===== src/rtl/isr_regs.vh =====
// Register map, field positions, reset values and timing constants of the readout block.
`ifndef ISR_REGS_VH
`define ISR_REGS_VH

// ************************************************************
// Register offsets
// ************************************************************
`define ISR_A_MODE       8'h00
`define ISR_A_ORIENT     8'h01
`define ISR_A_RS_HI      8'h02
`define ISR_A_RS_LO      8'h03
`define ISR_A_CS_HI      8'h04
`define ISR_A_CS_LO      8'h05
`define ISR_A_RD_HI      8'h06
`define ISR_A_RD_LO      8'h07
`define ISR_A_CW_HI      8'h08
`define ISR_A_CW_LO      8'h09
`define ISR_A_FACT       8'h0a
`define ISR_A_FSYNC      8'h12
`define ISR_A_LSYNC      8'h17

// ************************************************************
// Reset values
// ************************************************************
`define ISR_RST_MODE     6'h02
`define ISR_RST_ORIENT   8'h10
`define ISR_RST_RS_HI    1'h0
`define ISR_RST_RS_LO    8'h0e
`define ISR_RST_CS_HI    1'h0
`define ISR_RST_CS_LO    8'h0e
`define ISR_RST_RD_HI    1'h1
`define ISR_RST_RD_LO    8'he0
`define ISR_RST_CW_HI    2'h2
`define ISR_RST_CW_LO    8'h80
`define ISR_RST_FACT     8'h80
`define ISR_RST_DISP     1'h0

// ************************************************************
// Field positions
// ************************************************************
`define ISR_MODE_BPR     5
`define ISR_MODE_DLC     4
`define ISR_MODE_CCS     3
`define ISR_MODE_SHUT    2
`define ISR_MODE_MASK    8'h3f
`define ISR_OR_MIRV      7
`define ISR_OR_MIRH      6
`define ISR_OR_DIV_HI    5
`define ISR_OR_DIV_LO    4
`define ISR_OR_RSUB_HI   3
`define ISR_OR_RSUB_LO   2
`define ISR_OR_CSUB_HI   1
`define ISR_OR_CSUB_LO   0
`define ISR_DISP_BIT     4

// ************************************************************
// Encodings
// ************************************************************
`define ISR_RES_8        2'h0
`define ISR_RES_9        2'h1
`define ISR_MASK_8       10'h3fc
`define ISR_MASK_9       10'h3fe
`define ISR_MASK_10      10'h3ff

// ************************************************************
// Timing constants (master clock periods or pixel clocks)
// ************************************************************
`define ISR_RST_MIN      3'h5
`define ISR_STBY_MIN     3'h4
`define ISR_HBLANK       8'h10
`define ISR_HSYNC_W      8'h04
`define ISR_VBLANK       8'h40
`define ISR_VSYNC_W      8'h10

`endif


===== src/rtl/isr_pixclk.v =====
// Pixel clock divider producing the data update enable and the pixel clock output.
`timescale 1ns/1ps
module isr_pixclk (
  input  wire       clock_i,
  input  wire       reset_i,
  input  wire       run_i,
  input  wire [1:0] div_code_i,
  output wire       tick_o,
  output wire       pixel_clock_o
);

  reg  [2:0] cnt_q;
  reg  [2:0] cnt_d;
  wire [2:0] last;
  wire [2:0] half;

  assign last = (3'h1 << div_code_i) - 3'h1;
  assign half = 3'h1 << (div_code_i - 2'h1);

  always @* begin
    if (!run_i || cnt_q >= last) begin
      cnt_d = 3'h0;
    end else begin
      cnt_d = cnt_q + 3'h1;
    end
  end

  always @(posedge clock_i) begin
    if (reset_i) begin
      cnt_q <= 3'h0;
    end else begin
      cnt_q <= cnt_d;
    end
  end

  // Data changes on the tick, where the pixel clock falls; the receiver samples on its rise.
  assign tick_o = run_i && (cnt_q == 3'h0);
  assign pixel_clock_o = !run_i ? 1'b0 :
                         (div_code_i == 2'h0) ? ~clock_i : (cnt_q >= half);

endmodule


===== src/rtl/isr_readout.v =====
// Readout control registers, raster sequencer and pixel output port of the image sensor.
`timescale 1ns/1ps
`include "isr_regs.vh"
module isr_readout (
  input  wire       clock_i,
  input  wire       reset_i,
  input  wire       register_reset_n_i,
  input  wire       power_save_n_i,
  input  wire [7:0] reg_addr_i,
  input  wire [7:0] reg_wdata_i,
  input  wire       reg_wr_i,
  output reg  [7:0] reg_rdata_o,
  input  wire [9:0] array_data_i,
  output wire [9:0] array_row_o,
  output wire [9:0] array_col_o,
  output reg  [9:0] pixel_bus_o,
  output wire       pixel_clock_out_o,
  output reg        line_sync_o,
  output reg        frame_sync_o,
  output wire       power_save_o,
  output wire       bad_pixel_replace_o,
  output wire       dark_level_auto_o,
  output wire       channel_separate_o,
  output wire       shutter_enable_o,
  output wire [1:0] adc_resolution_o
);

  // ************************************************************
  // Pin synchronisers and pulse-width qualification
  // ************************************************************
  wire [1:0] pin_raw;
  reg  [1:0] pin_s1_q;
  reg  [1:0] pin_s2_q;
  reg  [2:0] rst_low_q;
  reg  [2:0] stb_low_q;
  wire       pin_reset;
  wire       standby;
  wire       regs_reset;

  assign pin_raw = {power_save_n_i, register_reset_n_i};

  genvar gi;
  generate
    for (gi = 0; gi < 2; gi = gi + 1) begin : g_sync
      always @(posedge clock_i) begin
        if (reset_i) begin
          pin_s1_q[gi] <= 1'b1;
          pin_s2_q[gi] <= 1'b1;
        end else begin
          pin_s1_q[gi] <= pin_raw[gi];
          pin_s2_q[gi] <= pin_s1_q[gi];
        end
      end
    end
  endgenerate

  always @(posedge clock_i) begin
    if (reset_i || pin_s2_q[0]) begin
      rst_low_q <= 3'h0;
    end else if (rst_low_q != `ISR_RST_MIN) begin
      rst_low_q <= rst_low_q + 3'h1;
    end
    if (reset_i || pin_s2_q[1]) begin
      stb_low_q <= 3'h0;
    end else if (stb_low_q != `ISR_STBY_MIN) begin
      stb_low_q <= stb_low_q + 3'h1;
    end
  end

  assign pin_reset  = (rst_low_q >= `ISR_RST_MIN - 3'h1) && !pin_s2_q[0];
  assign standby    = (stb_low_q >= `ISR_STBY_MIN - 3'h1) && !pin_s2_q[1];
  assign regs_reset = reset_i || pin_reset;
  assign power_save_o = standby;

  // ************************************************************
  // Control registers
  // ************************************************************
  reg  [5:0] mode_q;
  reg  [7:0] orient_q;
  reg        rs_hi_q;
  reg  [7:0] rs_lo_q;
  reg        cs_hi_q;
  reg  [7:0] cs_lo_q;
  reg        rd_hi_q;
  reg  [7:0] rd_lo_q;
  reg  [1:0] cw_hi_q;
  reg  [7:0] cw_lo_q;
  reg  [7:0] fact_q;
  reg        fdisp_q;
  reg        ldisp_q;

  always @(posedge clock_i) begin
    if (regs_reset) begin
      mode_q   <= `ISR_RST_MODE;
      orient_q <= `ISR_RST_ORIENT;
      rs_hi_q  <= `ISR_RST_RS_HI;
      rs_lo_q  <= `ISR_RST_RS_LO;
      cs_hi_q  <= `ISR_RST_CS_HI;
      cs_lo_q  <= `ISR_RST_CS_LO;
      rd_hi_q  <= `ISR_RST_RD_HI;
      rd_lo_q  <= `ISR_RST_RD_LO;
      cw_hi_q  <= `ISR_RST_CW_HI;
      cw_lo_q  <= `ISR_RST_CW_LO;
      fact_q   <= `ISR_RST_FACT;
      fdisp_q  <= `ISR_RST_DISP;
      ldisp_q  <= `ISR_RST_DISP;
    end else if (reg_wr_i) begin
      case (reg_addr_i)
        `ISR_A_MODE:   mode_q   <= reg_wdata_i[5:0];
        `ISR_A_ORIENT: orient_q <= reg_wdata_i;
        `ISR_A_RS_HI:  rs_hi_q  <= reg_wdata_i[0];
        `ISR_A_RS_LO:  rs_lo_q  <= reg_wdata_i;
        `ISR_A_CS_HI:  cs_hi_q  <= reg_wdata_i[0];
        `ISR_A_CS_LO:  cs_lo_q  <= reg_wdata_i;
        `ISR_A_RD_HI:  rd_hi_q  <= reg_wdata_i[0];
        `ISR_A_RD_LO:  rd_lo_q  <= reg_wdata_i;
        `ISR_A_CW_HI:  cw_hi_q  <= reg_wdata_i[1:0];
        `ISR_A_CW_LO:  cw_lo_q  <= reg_wdata_i;
        `ISR_A_FACT:   fact_q   <= reg_wdata_i;
        `ISR_A_FSYNC:  fdisp_q  <= reg_wdata_i[`ISR_DISP_BIT];
        `ISR_A_LSYNC:  ldisp_q  <= reg_wdata_i[`ISR_DISP_BIT];
        default: begin
        end
      endcase
    end
  end

  always @* begin
    case (reg_addr_i)
      `ISR_A_MODE:   reg_rdata_o = {2'h0, mode_q};
      `ISR_A_ORIENT: reg_rdata_o = orient_q;
      `ISR_A_RS_HI:  reg_rdata_o = {7'h00, rs_hi_q};
      `ISR_A_RS_LO:  reg_rdata_o = rs_lo_q;
      `ISR_A_CS_HI:  reg_rdata_o = {7'h00, cs_hi_q};
      `ISR_A_CS_LO:  reg_rdata_o = cs_lo_q;
      `ISR_A_RD_HI:  reg_rdata_o = {7'h00, rd_hi_q};
      `ISR_A_RD_LO:  reg_rdata_o = rd_lo_q;
      `ISR_A_CW_HI:  reg_rdata_o = {6'h00, cw_hi_q};
      `ISR_A_CW_LO:  reg_rdata_o = cw_lo_q;
      `ISR_A_FACT:   reg_rdata_o = fact_q;
      `ISR_A_FSYNC:  reg_rdata_o = {3'h0, fdisp_q, 4'h0};
      `ISR_A_LSYNC:  reg_rdata_o = {3'h0, ldisp_q, 4'h0};
      default:       reg_rdata_o = 8'h00;
    endcase
  end

  assign bad_pixel_replace_o = mode_q[`ISR_MODE_BPR];
  assign dark_level_auto_o   = mode_q[`ISR_MODE_DLC];
  assign channel_separate_o  = mode_q[`ISR_MODE_CCS];
  assign shutter_enable_o    = mode_q[`ISR_MODE_SHUT];
  assign adc_resolution_o    = mode_q[1:0];

  // Mask of live pixel bits for a resolution code; code 11b is treated as 10 bits.
  function [9:0] res_mask;
    input [1:0] code;
    begin
      case (code)
        `ISR_RES_8: res_mask = `ISR_MASK_8;
        `ISR_RES_9: res_mask = `ISR_MASK_9;
        default:    res_mask = `ISR_MASK_10;
      endcase
    end
  endfunction

  // Subsampling step for a code: off gives one, then two, three, four.
  function [2:0] sub_step;
    input [1:0] code;
    begin
      sub_step = {1'b0, code} + 3'h1;
    end
  endfunction

  // ************************************************************
  // Pixel clock divider
  // ************************************************************
  wire tick;

  isr_pixclk u_pixclk (
    .clock_i       (clock_i),
    .reset_i       (reset_i),
    .run_i         (!standby),
    .div_code_i    (orient_q[`ISR_OR_DIV_HI:`ISR_OR_DIV_LO]),
    .tick_o        (tick),
    .pixel_clock_o (pixel_clock_out_o)
  );

  // ************************************************************
  // Frame settings, latched at each frame start
  // ************************************************************
  reg  [8:0] f_rs_q;
  reg  [8:0] f_cs_q;
  reg  [8:0] f_rd_q;
  reg  [9:0] f_cw_q;
  reg  [2:0] f_rstep_q;
  reg  [2:0] f_cstep_q;
  reg        f_mirv_q;
  reg        f_mirh_q;

  // ************************************************************
  // Raster sequencer
  // ************************************************************
  localparam ST_IDLE = 2'h0;
  localparam ST_LINE = 2'h1;
  localparam ST_HBLK = 2'h2;
  localparam ST_VBLK = 2'h3;

  reg  [1:0]  state_q;
  reg  [9:0]  col_off_q;
  reg  [9:0]  row_off_q;
  reg  [7:0]  bcnt_q;
  wire [10:0] col_next;
  wire [10:0] row_next;
  wire        frame_load;

  assign col_next = {1'b0, col_off_q} + {8'h00, f_cstep_q};
  assign row_next = {1'b0, row_off_q} + {8'h00, f_rstep_q};
  assign frame_load = tick && (state_q == ST_VBLK) && (bcnt_q == `ISR_VBLANK - 8'h01);

  always @(posedge clock_i) begin
    if (reset_i) begin
      f_rs_q    <= {`ISR_RST_RS_HI, `ISR_RST_RS_LO};
      f_cs_q    <= {`ISR_RST_CS_HI, `ISR_RST_CS_LO};
      f_rd_q    <= {`ISR_RST_RD_HI, `ISR_RST_RD_LO};
      f_cw_q    <= {`ISR_RST_CW_HI, `ISR_RST_CW_LO};
      f_rstep_q <= 3'h1;
      f_cstep_q <= 3'h1;
      f_mirv_q  <= 1'b0;
      f_mirh_q  <= 1'b0;
    end else if (frame_load) begin
      f_rs_q    <= {rs_hi_q, rs_lo_q};
      f_cs_q    <= {cs_hi_q, cs_lo_q};
      f_rd_q    <= {rd_hi_q, rd_lo_q};
      f_cw_q    <= {cw_hi_q, cw_lo_q};
      f_rstep_q <= sub_step(orient_q[`ISR_OR_RSUB_HI:`ISR_OR_RSUB_LO]);
      f_cstep_q <= sub_step(orient_q[`ISR_OR_CSUB_HI:`ISR_OR_CSUB_LO]);
      f_mirv_q  <= orient_q[`ISR_OR_MIRV];
      f_mirh_q  <= orient_q[`ISR_OR_MIRH];
    end
  end

  always @(posedge clock_i) begin
    if (reset_i) begin
      state_q   <= ST_VBLK;
      col_off_q <= 10'h000;
      row_off_q <= 10'h000;
      bcnt_q    <= 8'h00;
    end else if (standby) begin
      state_q   <= ST_IDLE;
      col_off_q <= 10'h000;
      row_off_q <= 10'h000;
      bcnt_q    <= 8'h00;
    end else if (tick) begin
      case (state_q)
        ST_IDLE: begin
          state_q <= ST_VBLK;
          bcnt_q  <= 8'h00;
        end
        ST_LINE: begin
          if (col_next >= {1'b0, f_cw_q}) begin
            state_q <= ST_HBLK;
            bcnt_q  <= 8'h00;
          end else begin
            col_off_q <= col_next[9:0];
          end
        end
        ST_HBLK: begin
          if (bcnt_q == `ISR_HBLANK - 8'h01) begin
            bcnt_q    <= 8'h00;
            col_off_q <= 10'h000;
            if (row_next >= {2'h0, f_rd_q}) begin
              state_q <= ST_VBLK;
            end else begin
              state_q   <= ST_LINE;
              row_off_q <= row_next[9:0];
            end
          end else begin
            bcnt_q <= bcnt_q + 8'h01;
          end
        end
        ST_VBLK: begin
          if (bcnt_q == `ISR_VBLANK - 8'h01) begin
            bcnt_q    <= 8'h00;
            col_off_q <= 10'h000;
            row_off_q <= 10'h000;
            state_q   <= ST_LINE;
          end else begin
            bcnt_q <= bcnt_q + 8'h01;
          end
        end
        default: begin
          state_q <= ST_IDLE;
        end
      endcase
    end
  end

  // Array address: window start plus offset, counted from the far edge when mirrored.
  assign array_row_o = f_mirv_q ? {1'b0, f_rs_q} + {1'b0, f_rd_q} - 10'h001 - row_off_q
                                : {1'b0, f_rs_q} + row_off_q;
  assign array_col_o = f_mirh_q ? {1'b0, f_cs_q} + f_cw_q - 10'h001 - col_off_q
                                : {1'b0, f_cs_q} + col_off_q;

  // ************************************************************
  // Output port
  // ************************************************************
  wire in_line;
  wire in_rows;
  wire hpulse;
  wire vpulse;

  assign in_line = (state_q == ST_LINE);
  assign in_rows = (state_q == ST_LINE) || (state_q == ST_HBLK);
  assign hpulse  = (state_q == ST_HBLK) && (bcnt_q < `ISR_HSYNC_W);
  assign vpulse  = (state_q == ST_VBLK) && (bcnt_q < `ISR_VSYNC_W);

  always @(posedge clock_i) begin
    if (reset_i || standby) begin
      pixel_bus_o  <= 10'h000;
      line_sync_o  <= 1'b0;
      frame_sync_o <= 1'b0;
    end else if (tick) begin
      pixel_bus_o  <= in_line ? (array_data_i & res_mask(mode_q[1:0])) : 10'h000;
      line_sync_o  <= ldisp_q ? in_line : hpulse;
      frame_sync_o <= fdisp_q ? in_rows : vpulse;
    end
  end

endmodule


===== config.mk =====
export PLATFORM = sky130hd
export DESIGN_NAME = isr_readout
export DESIGN_NICKNAME = d
export VERILOG_FILES = /design/src/rtl/isr_pixclk.v /design/src/rtl/isr_readout.v
export VERILOG_INCLUDE_DIRS = /design/src /design/src/rtl
export SDC_FILE = /design/constraint.sdc
export NUM_CORES = 1
export LEC_CHECK = 0
export BUFFER_PORTS_ARGS = -buffer_cell sky130_fd_sc_hd__buf_2
export CELL_PAD_IN_SITES_DETAIL_PLACEMENT = 1
export CELL_PAD_IN_SITES_GLOBAL_PLACEMENT = 1
export CORE_ASPECT_RATIO = 2
export CORE_MARGIN = 5
export CORE_UTILIZATION = 44
export CTS_BUF_LIST = sky130_fd_sc_hd__clkbuf_2 sky130_fd_sc_hd__clkbuf_4 sky130_fd_sc_hd__clkbuf_8
export CTS_CLUSTER_DIAMETER = 120
export DETAILED_ROUTE_END_ITERATION = 8
export PLACE_DENSITY = 0.89
export SLEW_MARGIN = 20
export SYNTH_ARGS = -nofsm -noshare
export SYNTH_HDL_FRONTEND = slang
export SYNTH_HIERARCHICAL = 1
export SYNTH_SLANG_ARGS = --single-unit

===== constraint.sdc =====
create_clock -name clock_i -period 9.8 [get_ports clock_i]
set_input_delay 0.98 -clock clock_i [delete_from_list [all_inputs] [get_ports clock_i]]
set_output_delay 0.98 -clock clock_i [all_outputs]
set_load 0.02 [all_outputs]

Yosys cells after proc, flatten, opt, wreduce, memory -nomap -nowiden --
Cells that the tools add are included.
Operators by class: equal/unequal tests 28, shift-type cells 2, reduce and logical (&&, ||, !) cells 43, $add $sub $neg 18, $lt $le $gt $ge 8, bitwise gates (word level) 2, multiplexer cells 29
Operator list (count):
- $pmux 8 s13 | 1
- $mux 10 | 10
- $eq 8x3->1 const B | 4
- $eq 8x4->1 const B | 4
- $pmux 8 s4 | 1
- $add 9x10->10 | 3
- $pmux 10 s3 | 1
- $reduce_and 2->1 | 14
- $mux 8 | 3
- $add 10x3->11 | 2
- $pmux 10 s2 | 1
- $sub 10x1->10 const B | 2
- $sub 10x10->10 | 2
- $eq 8x2->1 const B | 2
- $eq 8x5->1 const B | 2
- $mux 2 | 6
- $ne 3x3->1 const B | 4
- $ge 11x10->1 | 1
- $ge 11x9->1 | 1
- $add 9x9->10 | 1
- $and 10x10->10 | 1
- $reduce_and 5->1 | 2
- $add 3x1->3 const B | 3
- $add 8x1->8 const B | 1
- other kinds (30) | 58
Word-level totals: word-level logic and storage cells 165, input port bits 31, register bits 161, output and inout bits 48

Logic depth before layout (Yosys ltp) --
Gate-level depths: netlist (run 1).
depth in word-level cells 8, gate-level depth with buffers 16, mapped depth without buffers 14

By module --
The synthesis (run 1) kept the hierarchy.
By module, submodules not included:
- isr_readout | area each 9992.1 um^2, cells each 1237, sequential area each 3163.0 um^2, times used 1
- isr_pixclk | area each 276.5 um^2, cells each 34, sequential area each 60.1 um^2, times used 1

==> impl_metrics.ini, run 1 <==
[run_status]
status = complete, no violations

[synth]
seq_area_frac_synth_pct = 31.4
syn-instance-count = 1271
synthDistinctLibCells = 66
async_flop_share_pct = 0
synth_edf_count = 0
syn_avg_cell_area_um2 = 8.08
syn-num-nets = 1423
ys.flop_type = dfxtp_1
ys.warnings.count = 6
syn-cell-area_um2 = 10300
synth-seq-cells = 161

[routing]
drtIter0Drc = 372
drtAntennaViolNets = 0
routed_wl_mm = 31.5
wire_per_inst_um = 19.5
first_pass_iters = 5
via_per_inst = 5.75
drc = 0
num_vias = 9286

[final_layout]
drive_gt1_share_pct = 10.9
area_growth_pct = 9.76
nNetsFinal = 1470
final_cell_area_um2 = 11300
nFillCells = 2902

[floorplanning]
die_area_um2 = 26700
dieWidth_um = 118
fp.dieH_um = 226
start_util_pct = 44.4
ios = 79
placementRows = 79
core_um2 = 23100

[sta]
setup-tns-final_ps = 0
finalHoldViolCount = 0
setup_viol = 0
relSlewSlack_pct = 28.1
slew_viol_final = 0
final.setup_skew_ps = 12.5
layout_setup_ws_ps = 3280
worstMarginPinSlew_ps = 1070
rsz0062_at_grt = no

[worst_setup_path]
crit_path_end_kind = output pin
worstPathRequired_ps = 8820
worstSetupStartpointType = clock port
r2r_start = stb_low_q[0]$_SDFFE_PP0P_
critPathKind = clock port to output pin
ff2ff_path_depth = 13
crit_arrival_ps = 5540
crit_start = clock_i
crit_path_max_fanout = 2

[power_and_ir_drop]
power.leakage_nw = 4.77
power.density_nw_per_um2 = 120
ir_drop_v = 0.000135

[placed_design]
place.gp.congestion = 0.959
portBuffers = 78
place_hpwl_mm = 24.6
placed_cell_area_um2 = 10800
pre_cts_slack_ps = 3600

[grt]
gr-usage-met3_pct = 3.86
grt.total_usage_pct = 23.7
grt_max_degree = 63
first_global_vias = 10100
busiest_layer = met2
grt_util_met2_pct = 44.5
grt_first_pass_wirelength_mm = 51.2
grt_antenna_before_repair = 0
overflow = 0
grt_use_met1_pct = 23.6

[hold_path]
hold_path.class = register to register
hold_path_startpoint = pin_s1_q[1]$_SDFF_PP1_
worstHoldPathCells = 1

[clock_network]
postCtsResizedCells = 0
clock_latency_ps = 580
clk_pin_slew_ps = 80
tritoncts = done
cts_hold_buf = 0
post_cts_buffers = 0

[flow_run]
drv_cap = 0
## layer usage
layer | wire (um) | share of wire (%)
met1 | 11500 | 36
met2 | 17000 | 54
met3 | 881 | 2.8
met4 | 2150 | 6.8
met5 | 0 | 0
## worst max-delay path, stage by stage
cell,delay (ps)
clkbuf_8,110
clkbuf_8,120
nand2_1,50
o311a_1,180
buf_2,170
## metrics by stage
step           std cells  hold slack [ps]  total power [W]  util (%)
2_1_floorplan       1271              389         0.000795         -
3_3_place_gp        1579              394         0.000831      46.9
3_5_place_dp        1579              403         0.000837      46.9
4_1_cts             1614              419          0.00137      48.7
5_1_grt             1614              426          0.00141      48.7
6_report            1615              410          0.00136      48.7
## cell usage in the layout, fill, tap and decap left out, drive strengths merged, types with 17 or more instances in the layout
cell type	instances
o21ai	42
mux2i	29
clkbuf	24
nor3	19
a22oi	17
nand3	58
inv	127
xnor2	34
nor2	69
nand2	192
ha	97
fa	24
nand3b	21
a21oi	104
buf	85
dfxtp	161
## flip-flops by register name (all words and copies together), names as in the netlist, 2 cells and up
register	flops
bcnt_q	8
col_off_q	10
cs_lo_q	8
cw_hi_q	2
cw_lo_q	8
f_cs_q	9
f_cstep_q	3
f_cw_q	10
f_rd_q	9
f_rs_q	9
f_rstep_q	3
fact_q	8
mode_q	6
orient_q	8
pin_s1_q	2
pin_s2_q	2
pixel_bus_o	10
rd_lo_q	8
row_off_q	10
rs_lo_q	8
rst_low_q	3
state_q	2
stb_low_q	3
u_pixclk/cnt_q	3
## power by group
part           internal (W)  switching (W)
Combinational     0.0000430      0.0000958
Sequential         0.000665     0.00000981
Clock              0.000275       0.000268
Total              0.000982       0.000374
## final cells by class
class / instances / area, um2 / area share, %
clock inverter: 11 / 113 / 0.999
sequential: 161 / 3220 / 28.6
tap: 283 / 354 / 3.14
inverter: 127 / 477 / 4.23
multi-input combinational: 923 / 6340 / 56.3
clock buffer: 25 / 323 / 2.86
antenna: 1 / 2.50 / 0.0222
timing repair buffer: 84 / 438 / 3.89
## path summary, 6_finish.rpt
kind                          endpoint  slack, ps
max reg2reg  col_off_q[5]$_SDFFE_PP0P_       5670
max                  pixel_clock_out_o       3280
min reg2reg     pin_s2_q[1]$_SDFF_PP1_        410
min             pin_s2_q[1]$_SDFF_PP1_        410
## cells by family (layout without fill, tap and decap cells)
family / Yosys count / after routing / synth area share [%]
buffers and inverters: 187 / 247 / 6.97
other: 0 / 1 / 0
adders and majority gates: 121 / 121 / 16.5
muxes: 33 / 33 / 3.27
AOI/OAI and AO/OA: 276 / 276 / 17.5
xor gates and xnor gates: 41 / 41 / 3.50
DFF: 161 / 161 / 31.4
and+or+nand+nor: 452 / 452 / 20.9
## Yosys cell counts, drive strengths merged, types with 6 or more instances
master,n,area (um2)
a211oi,10,75.1
a21o,10,75.1
a21oi,104,521
a22o,8,70.1
a22oi,17,128
a31oi,7,43.8
and2,12,75.1
buf,10,51.3
clkbuf,50,188
dfxtp,161,3220
fa,24,480
ha,97,1210
inv,127,477
mux2i,29,290
nand2,192,721
nand2b,12,75.1
nand3,58,295
nand3b,21,158
nand4,9,56.3
nor2,69,264
nor2b,12,75.1
nor3,19,95.1
nor4,7,50.1
o211ai,11,82.6
o21ai,42,210
o21bai,6,45.0
o31ai,9,67.6
or2,11,68.8
or3,10,62.6
or4,7,52.6
xnor2,34,298
xor2,7,61.3
No activity file was read; power rests on OpenSTA's default activity.
==> inputs of run 2 (changes only) <==
==> constraint.sdc (replaced) <==
create_clock -name clock_i -period 6.75 [get_ports clock_i]
set_input_delay 0.675 -clock clock_i [delete_from_list [all_inputs] [get_ports clock_i]]
set_output_delay 0.675 -clock clock_i [all_outputs]
set_load 0.02 [all_outputs]
==> run 2 against run 1 <==
Register-to-register slack got worse by 2900 ps; critical path type unchanged; final cell count did not move; total power increased by 51%; die area unchanged; clock skew is 2.2 ps lower; via count is 0.80% higher; cell area rose by 0.42%; setup slack worse by 1200 ps; critical path depth stayed put; utilization up 0.21 points; sequential share of layout area is 0.12 points lower.
==> impl_metrics.ini, run 2 (same netlist as run 1, synthesis figures left out) <==
[sta]
relSlewSlack_pct = 28.7
rsz0062_at_grt = no
worstMarginPinSlew_ps = 1060
finalHoldViolCount = 0
setup_viol = 0
setup-tns-final_ps = 0
final.setup_skew_ps = 10.3
slew_viol_final = 0

[routing]
via_per_inst = 5.80
routed_wl_mm = 32.2
wire_per_inst_um = 19.9
drc = 0
drtAntennaViolNets = 0
first_pass_iters = 6
drtIter0Drc = 475
num_vias = 9360

[grt]
grt.total_usage_pct = 24.0
first_global_vias = 10000
overflow = 0
grt_first_pass_wirelength_mm = 51.8
grt_antenna_before_repair = 0
busiest_layer = met2
gr-usage-met3_pct = 3.76
grt_util_met2_pct = 45.9
grt_use_met1_pct = 23.6
grt_max_degree = 63

[worst_setup_path]
worstSetupStartpointType = clock port
crit_slowest_cell = o311a_1
crit_arrival_ps = 4020
crit_chain = clkbuf_8 > clkbuf_8 > nand2_1 > o311a_1 > buf_2
crit_buf_inv = 3
worstPathRequired_ps = 6070
crit_family = buffers and inverters
crit_path_end_kind = output pin
critPathKind = clock port to output pin
path_common_cell = clkbuf_8
crit_path_max_fanout = 2
slowest_delay_ps = 190

[placed_design]
portBuffers = 78
placed_cell_area_um2 = 10800
place_hpwl_mm = 24.7
dpl.cell_count = 1580
place.gp.congestion = 0.887

[final_layout]
mostFrequentLayoutCells = nand2_1, dfxtp_1, inv_1
nNetsFinal = 1471
drive_gt1_share_pct = 11.0
final_util_pct = 48.9
final-instance-count-excl-fill = 1615
layout_commonest_cell = nand2_1
nFillCells = 2888
area_growth_pct = 10.2
final_cell_area_um2 = 11300
antennaDiodeCount = 0

[clock_network]
clk_pin_slew_ps = 80
post_cts_buffers = 0
tritoncts = done
clock_latency_ps = 580
postCtsResizedCells = 0
cts_hold_buf = 0

[flow_run]
drv_cap = 0

[power_and_ir_drop]
power.density_nw_per_um2 = 180
p_total_w = 0.00204
ir_drop_v = 0.000157
power.leakage_nw = 4.79

[floorplanning]
fp.dieH_um = 226
ios = 79
start_util_pct = 44.4
placementRows = 79
die_area_um2 = 26700
dieWidth_um = 118
core_um2 = 23100

[run_status]
status = complete, no violations

[hold_path]
hold_path.class = input port to register
[run 2: changes by cell type in the layout (fill, tap and decap cells not counted), sizes merged]
cell      delta
clkinvlp     +1
clkinv       -3
diode        -1
buf          +1
bufinv       +2
[run 2: stage by stage]
stage | setup WS, ps | hold WS [ps]
after floorplan | 2390 | 389
after global placement | 2380 | 396
after detailed placement | 2380 | 400
after CTS | 2040 | 256
after global routing | 2000 | 262
final | 2060 | 282
[run 2: layout make-up]
type                       instances  area (um2)  share of cell area (%)
clock buffer                      25         317                    2.80
timing repair buffer              85         445                    3.94
sequential                       161        3220                    28.5
multi-input combinational        923        6340                    56.0
inverter                         127         477                    4.21
clock inverter                    11         161                    1.43
tap                              283         354                    3.13
[run 2: report_power, final]
group	total (W)	internal (W)	switching, W
Combinational	0.000208	0.0000640	0.000144
Clock	0.000854	0.000468	0.000386
Sequential	0.000981	0.000965	0.0000159
Total	0.00204	0.00150	0.000546
[run 2: worst paths after layout]
kind | slack (ps) | end | cells after the start | start
worst max-delay path | 2060 | pixel_clock_out_o | 5 | clock_i
worst max register to register | 2770 | col_off_q[5]$_SDFFE_PP0P_ | 13 | stb_low_q[0]$_SDFFE_PP0P_
worst min register to register | 420 | pin_s2_q[1]$_SDFF_PP1_ | 1 | pin_s1_q[1]$_SDFF_PP1_
worst min-delay path | 280 | pin_s1_q[1]$_SDFF_PP1_ | 2 | power_save_n_i
[run 2: metal layers]
layer / vias to the layer above / wire (um)
met5: - / 0
met4: 0 / 2160
met3: 101 / 1040
met2: 252 / 17400
met1: 4562 / 11600
li1: 4445 / -
[run 2: worst reg2reg max path, delay by kind of cell, from the launching register on]
kind,cells,cell delay (ps)
flops,1,370
fa+ha+maj,2,400
simple gates,6,1930
buf+inv,1,180
compound gates,4,1030
==> inputs of run 3 (changes only) <==
==> constraint.sdc (replaced) <==
create_clock -name clock_i -period 4.6 [get_ports clock_i]
set_input_delay 0.46 -clock clock_i [delete_from_list [all_inputs] [get_ports clock_i]]
set_output_delay 0.46 -clock clock_i [all_outputs]
set_load 0.02 [all_outputs]
==> run 3 against run 2 <==
Via count increased by 1.3%; hold slack worse by 220 ps; critical path depth grew 8; sequential share of layout area about the same; setup slack got worse by 1500 ps; utilization grew 0.070 points; register-to-register slack worse by 2100 ps; cell area up 0.14%; highest routed layer unchanged; total power is 45% higher; die area did not move; combinational power rose by 52%; global-route usage rose by 0.30 points.
==> impl_metrics.ini, run 3 (same netlist as run 1, synthesis figures left out) <==
[routing]
drc = 0
routed_wl_mm = 32.4
via_per_inst = 5.86
wire_per_inst_um = 20.0
num_vias = 9486
drtIter0Drc = 499
drtAntennaViolNets = 0
first_pass_iters = 5

[clock_network]
cts_hold_buf = 0
postCtsResizedCells = 0
clock_latency_ps = 570
post_cts_buffers = 0
tritoncts = done
clk_pin_slew_ps = 80

[hold_path]
worstHoldPathCells = 2
hold_path_startpoint = power_save_n_i
hold_path.class = input port to register
min_to = pin_s1_q[1]$_SDFF_PP1_

[grt]
first_global_vias = 10400
grt.total_usage_pct = 24.3
grt_first_pass_wirelength_mm = 52.4
grt_max_degree = 62
grt_antenna_before_repair = 0
overflow = 0

[sta]
final.setup_skew_ps = 8.23
fin_crit_ps = 4040
fmax_mhz = 248
worstMarginPinSlew_ps = 890
setup-tns-final_ps = 0
relSlewSlack_pct = 40.7
setup_viol = 0
rsz0062_at_grt = no
finalHoldViolCount = 0
slew_viol_final = 0
fin_crit_sh_pct = 87.8

[final_layout]
nFillCells = 2900
final-instance-count-excl-fill = 1619
nNetsFinal = 1475
area_growth_pct = 10.4
mostFrequentLayoutCells = nand2_1, dfxtp_1, inv_1
antennaDiodeCount = 0
layout_commonest_cell = nand2_1
drive_gt1_share_pct = 11.2

[worst_setup_path]
crit_start = f_cs_q[1]$_SDFFE_PP1P_
critPathKind = register to output pin
crit_path_max_fanout = 4
reg2reg_to = row_off_q[6]$_SDFFE_PP0P_
reg2reg_slack_ps = 630
slowest_delay_ps = 500
path_common_cell = inv_1
crit_chain = inv_1 > fa_1 > inv_1 > ha_1 > inv_1 > fa_1 > nor2b_1 > o2111ai_1 > a31oi_1 > xnor2_1 > nand3b_1 > o2111a_1 > buf_2
worstPathRequired_ps = 4140
r2r_start = row_off_q[0]$_SDFFE_PP0P_
crit_family = adder cells
crit_path_end_kind = output pin
worstSetupStartpointType = register
crit_slowest_cell = fa_1
crit_arrival_ps = 3580
crit_buf_inv = 4
ff2ff_path_depth = 13

[floorplanning]
core_um2 = 23100
fp.dieH_um = 226
die_area_um2 = 26700
start_util_pct = 44.4
dieWidth_um = 118
ios = 79
placementRows = 79

[placed_design]
place.gp.congestion = 0.942
place_hpwl_mm = 25.0
dpl.cell_count = 1584
portBuffers = 78

[power_and_ir_drop]
power.density_nw_per_um2 = 261
ir_drop_v = 0.000221
p_total_w = 0.00296
power.leakage_nw = 4.80

[run_status]
status = complete, no violations

[flow_run]
drv_cap = 0
-- run 3: changes by cell type in the layout (fill, tap and decap cells not counted) --
cell / before / now
clkinvlp_4: 1 / 2
buf_4: 8 / 12
clkbuf_8: 21 / 22
clkinv_2: 5 / 4
bufinv_16: 4 / 3
-- run 3: metrics by stage --
step / utilization, % / setup WS [ps] / area [um2] / hold slack (ps)
2_1_floorplan: - / 1330 / 10300 / 389
3_3_place_gp: 47.0 / 984 / 10900 / 403
3_5_place_dp: 47.0 / 764 / 10900 / 401
4_1_cts: 49.0 / 496 / 11300 / 48.6
5_1_grt: 49.0 / 137 / 11300 / 45.0
6_report: 49.0 / 562 / 11300 / 63.7
-- run 3: power by group --
part           internal (W)  total, W  switching, W
clock network      0.000648   0.00120      0.000555
logic              0.000102  0.000317      0.000215
registers           0.00142   0.00144     0.0000213
-- run 3: layout make-up --
class	count	area [um2]	share of cell area, %
Clock buffer	26	330	2.91
Clock inverter	10	134	1.18
Inverter	127	477	4.21
Multi-Input combinational cell	923	6340	55.9
Sequential cell	161	3220	28.4
Tap cell	283	354	3.12
Timing Repair Buffer	89	475	4.19
-- run 3: worst max-delay path by stage --
stage | end | cells past startpoint
3_5_place_dp | row_off_q[6]$_SDFFE_PP0P_ | 13
2_1_floorplan | array_row_o[9] | 12
6_report | array_col_o[9] | 13
3_3_place_gp | col_off_q[5]$_SDFFE_PP0P_ | 13
4_1_cts | array_row_o[9] | 13
5_1_grt | array_row_o[9] | 13
-- run 3: per-layer routing --
metal	vias to the layer above	wire [um]	GRT usage, %
met1	4655	11500	23.7
met4	0	2020	15.5
li1	4452	-	-
met3	114	1140	4.01
met2	265	17700	46.5
met5	-	0	0
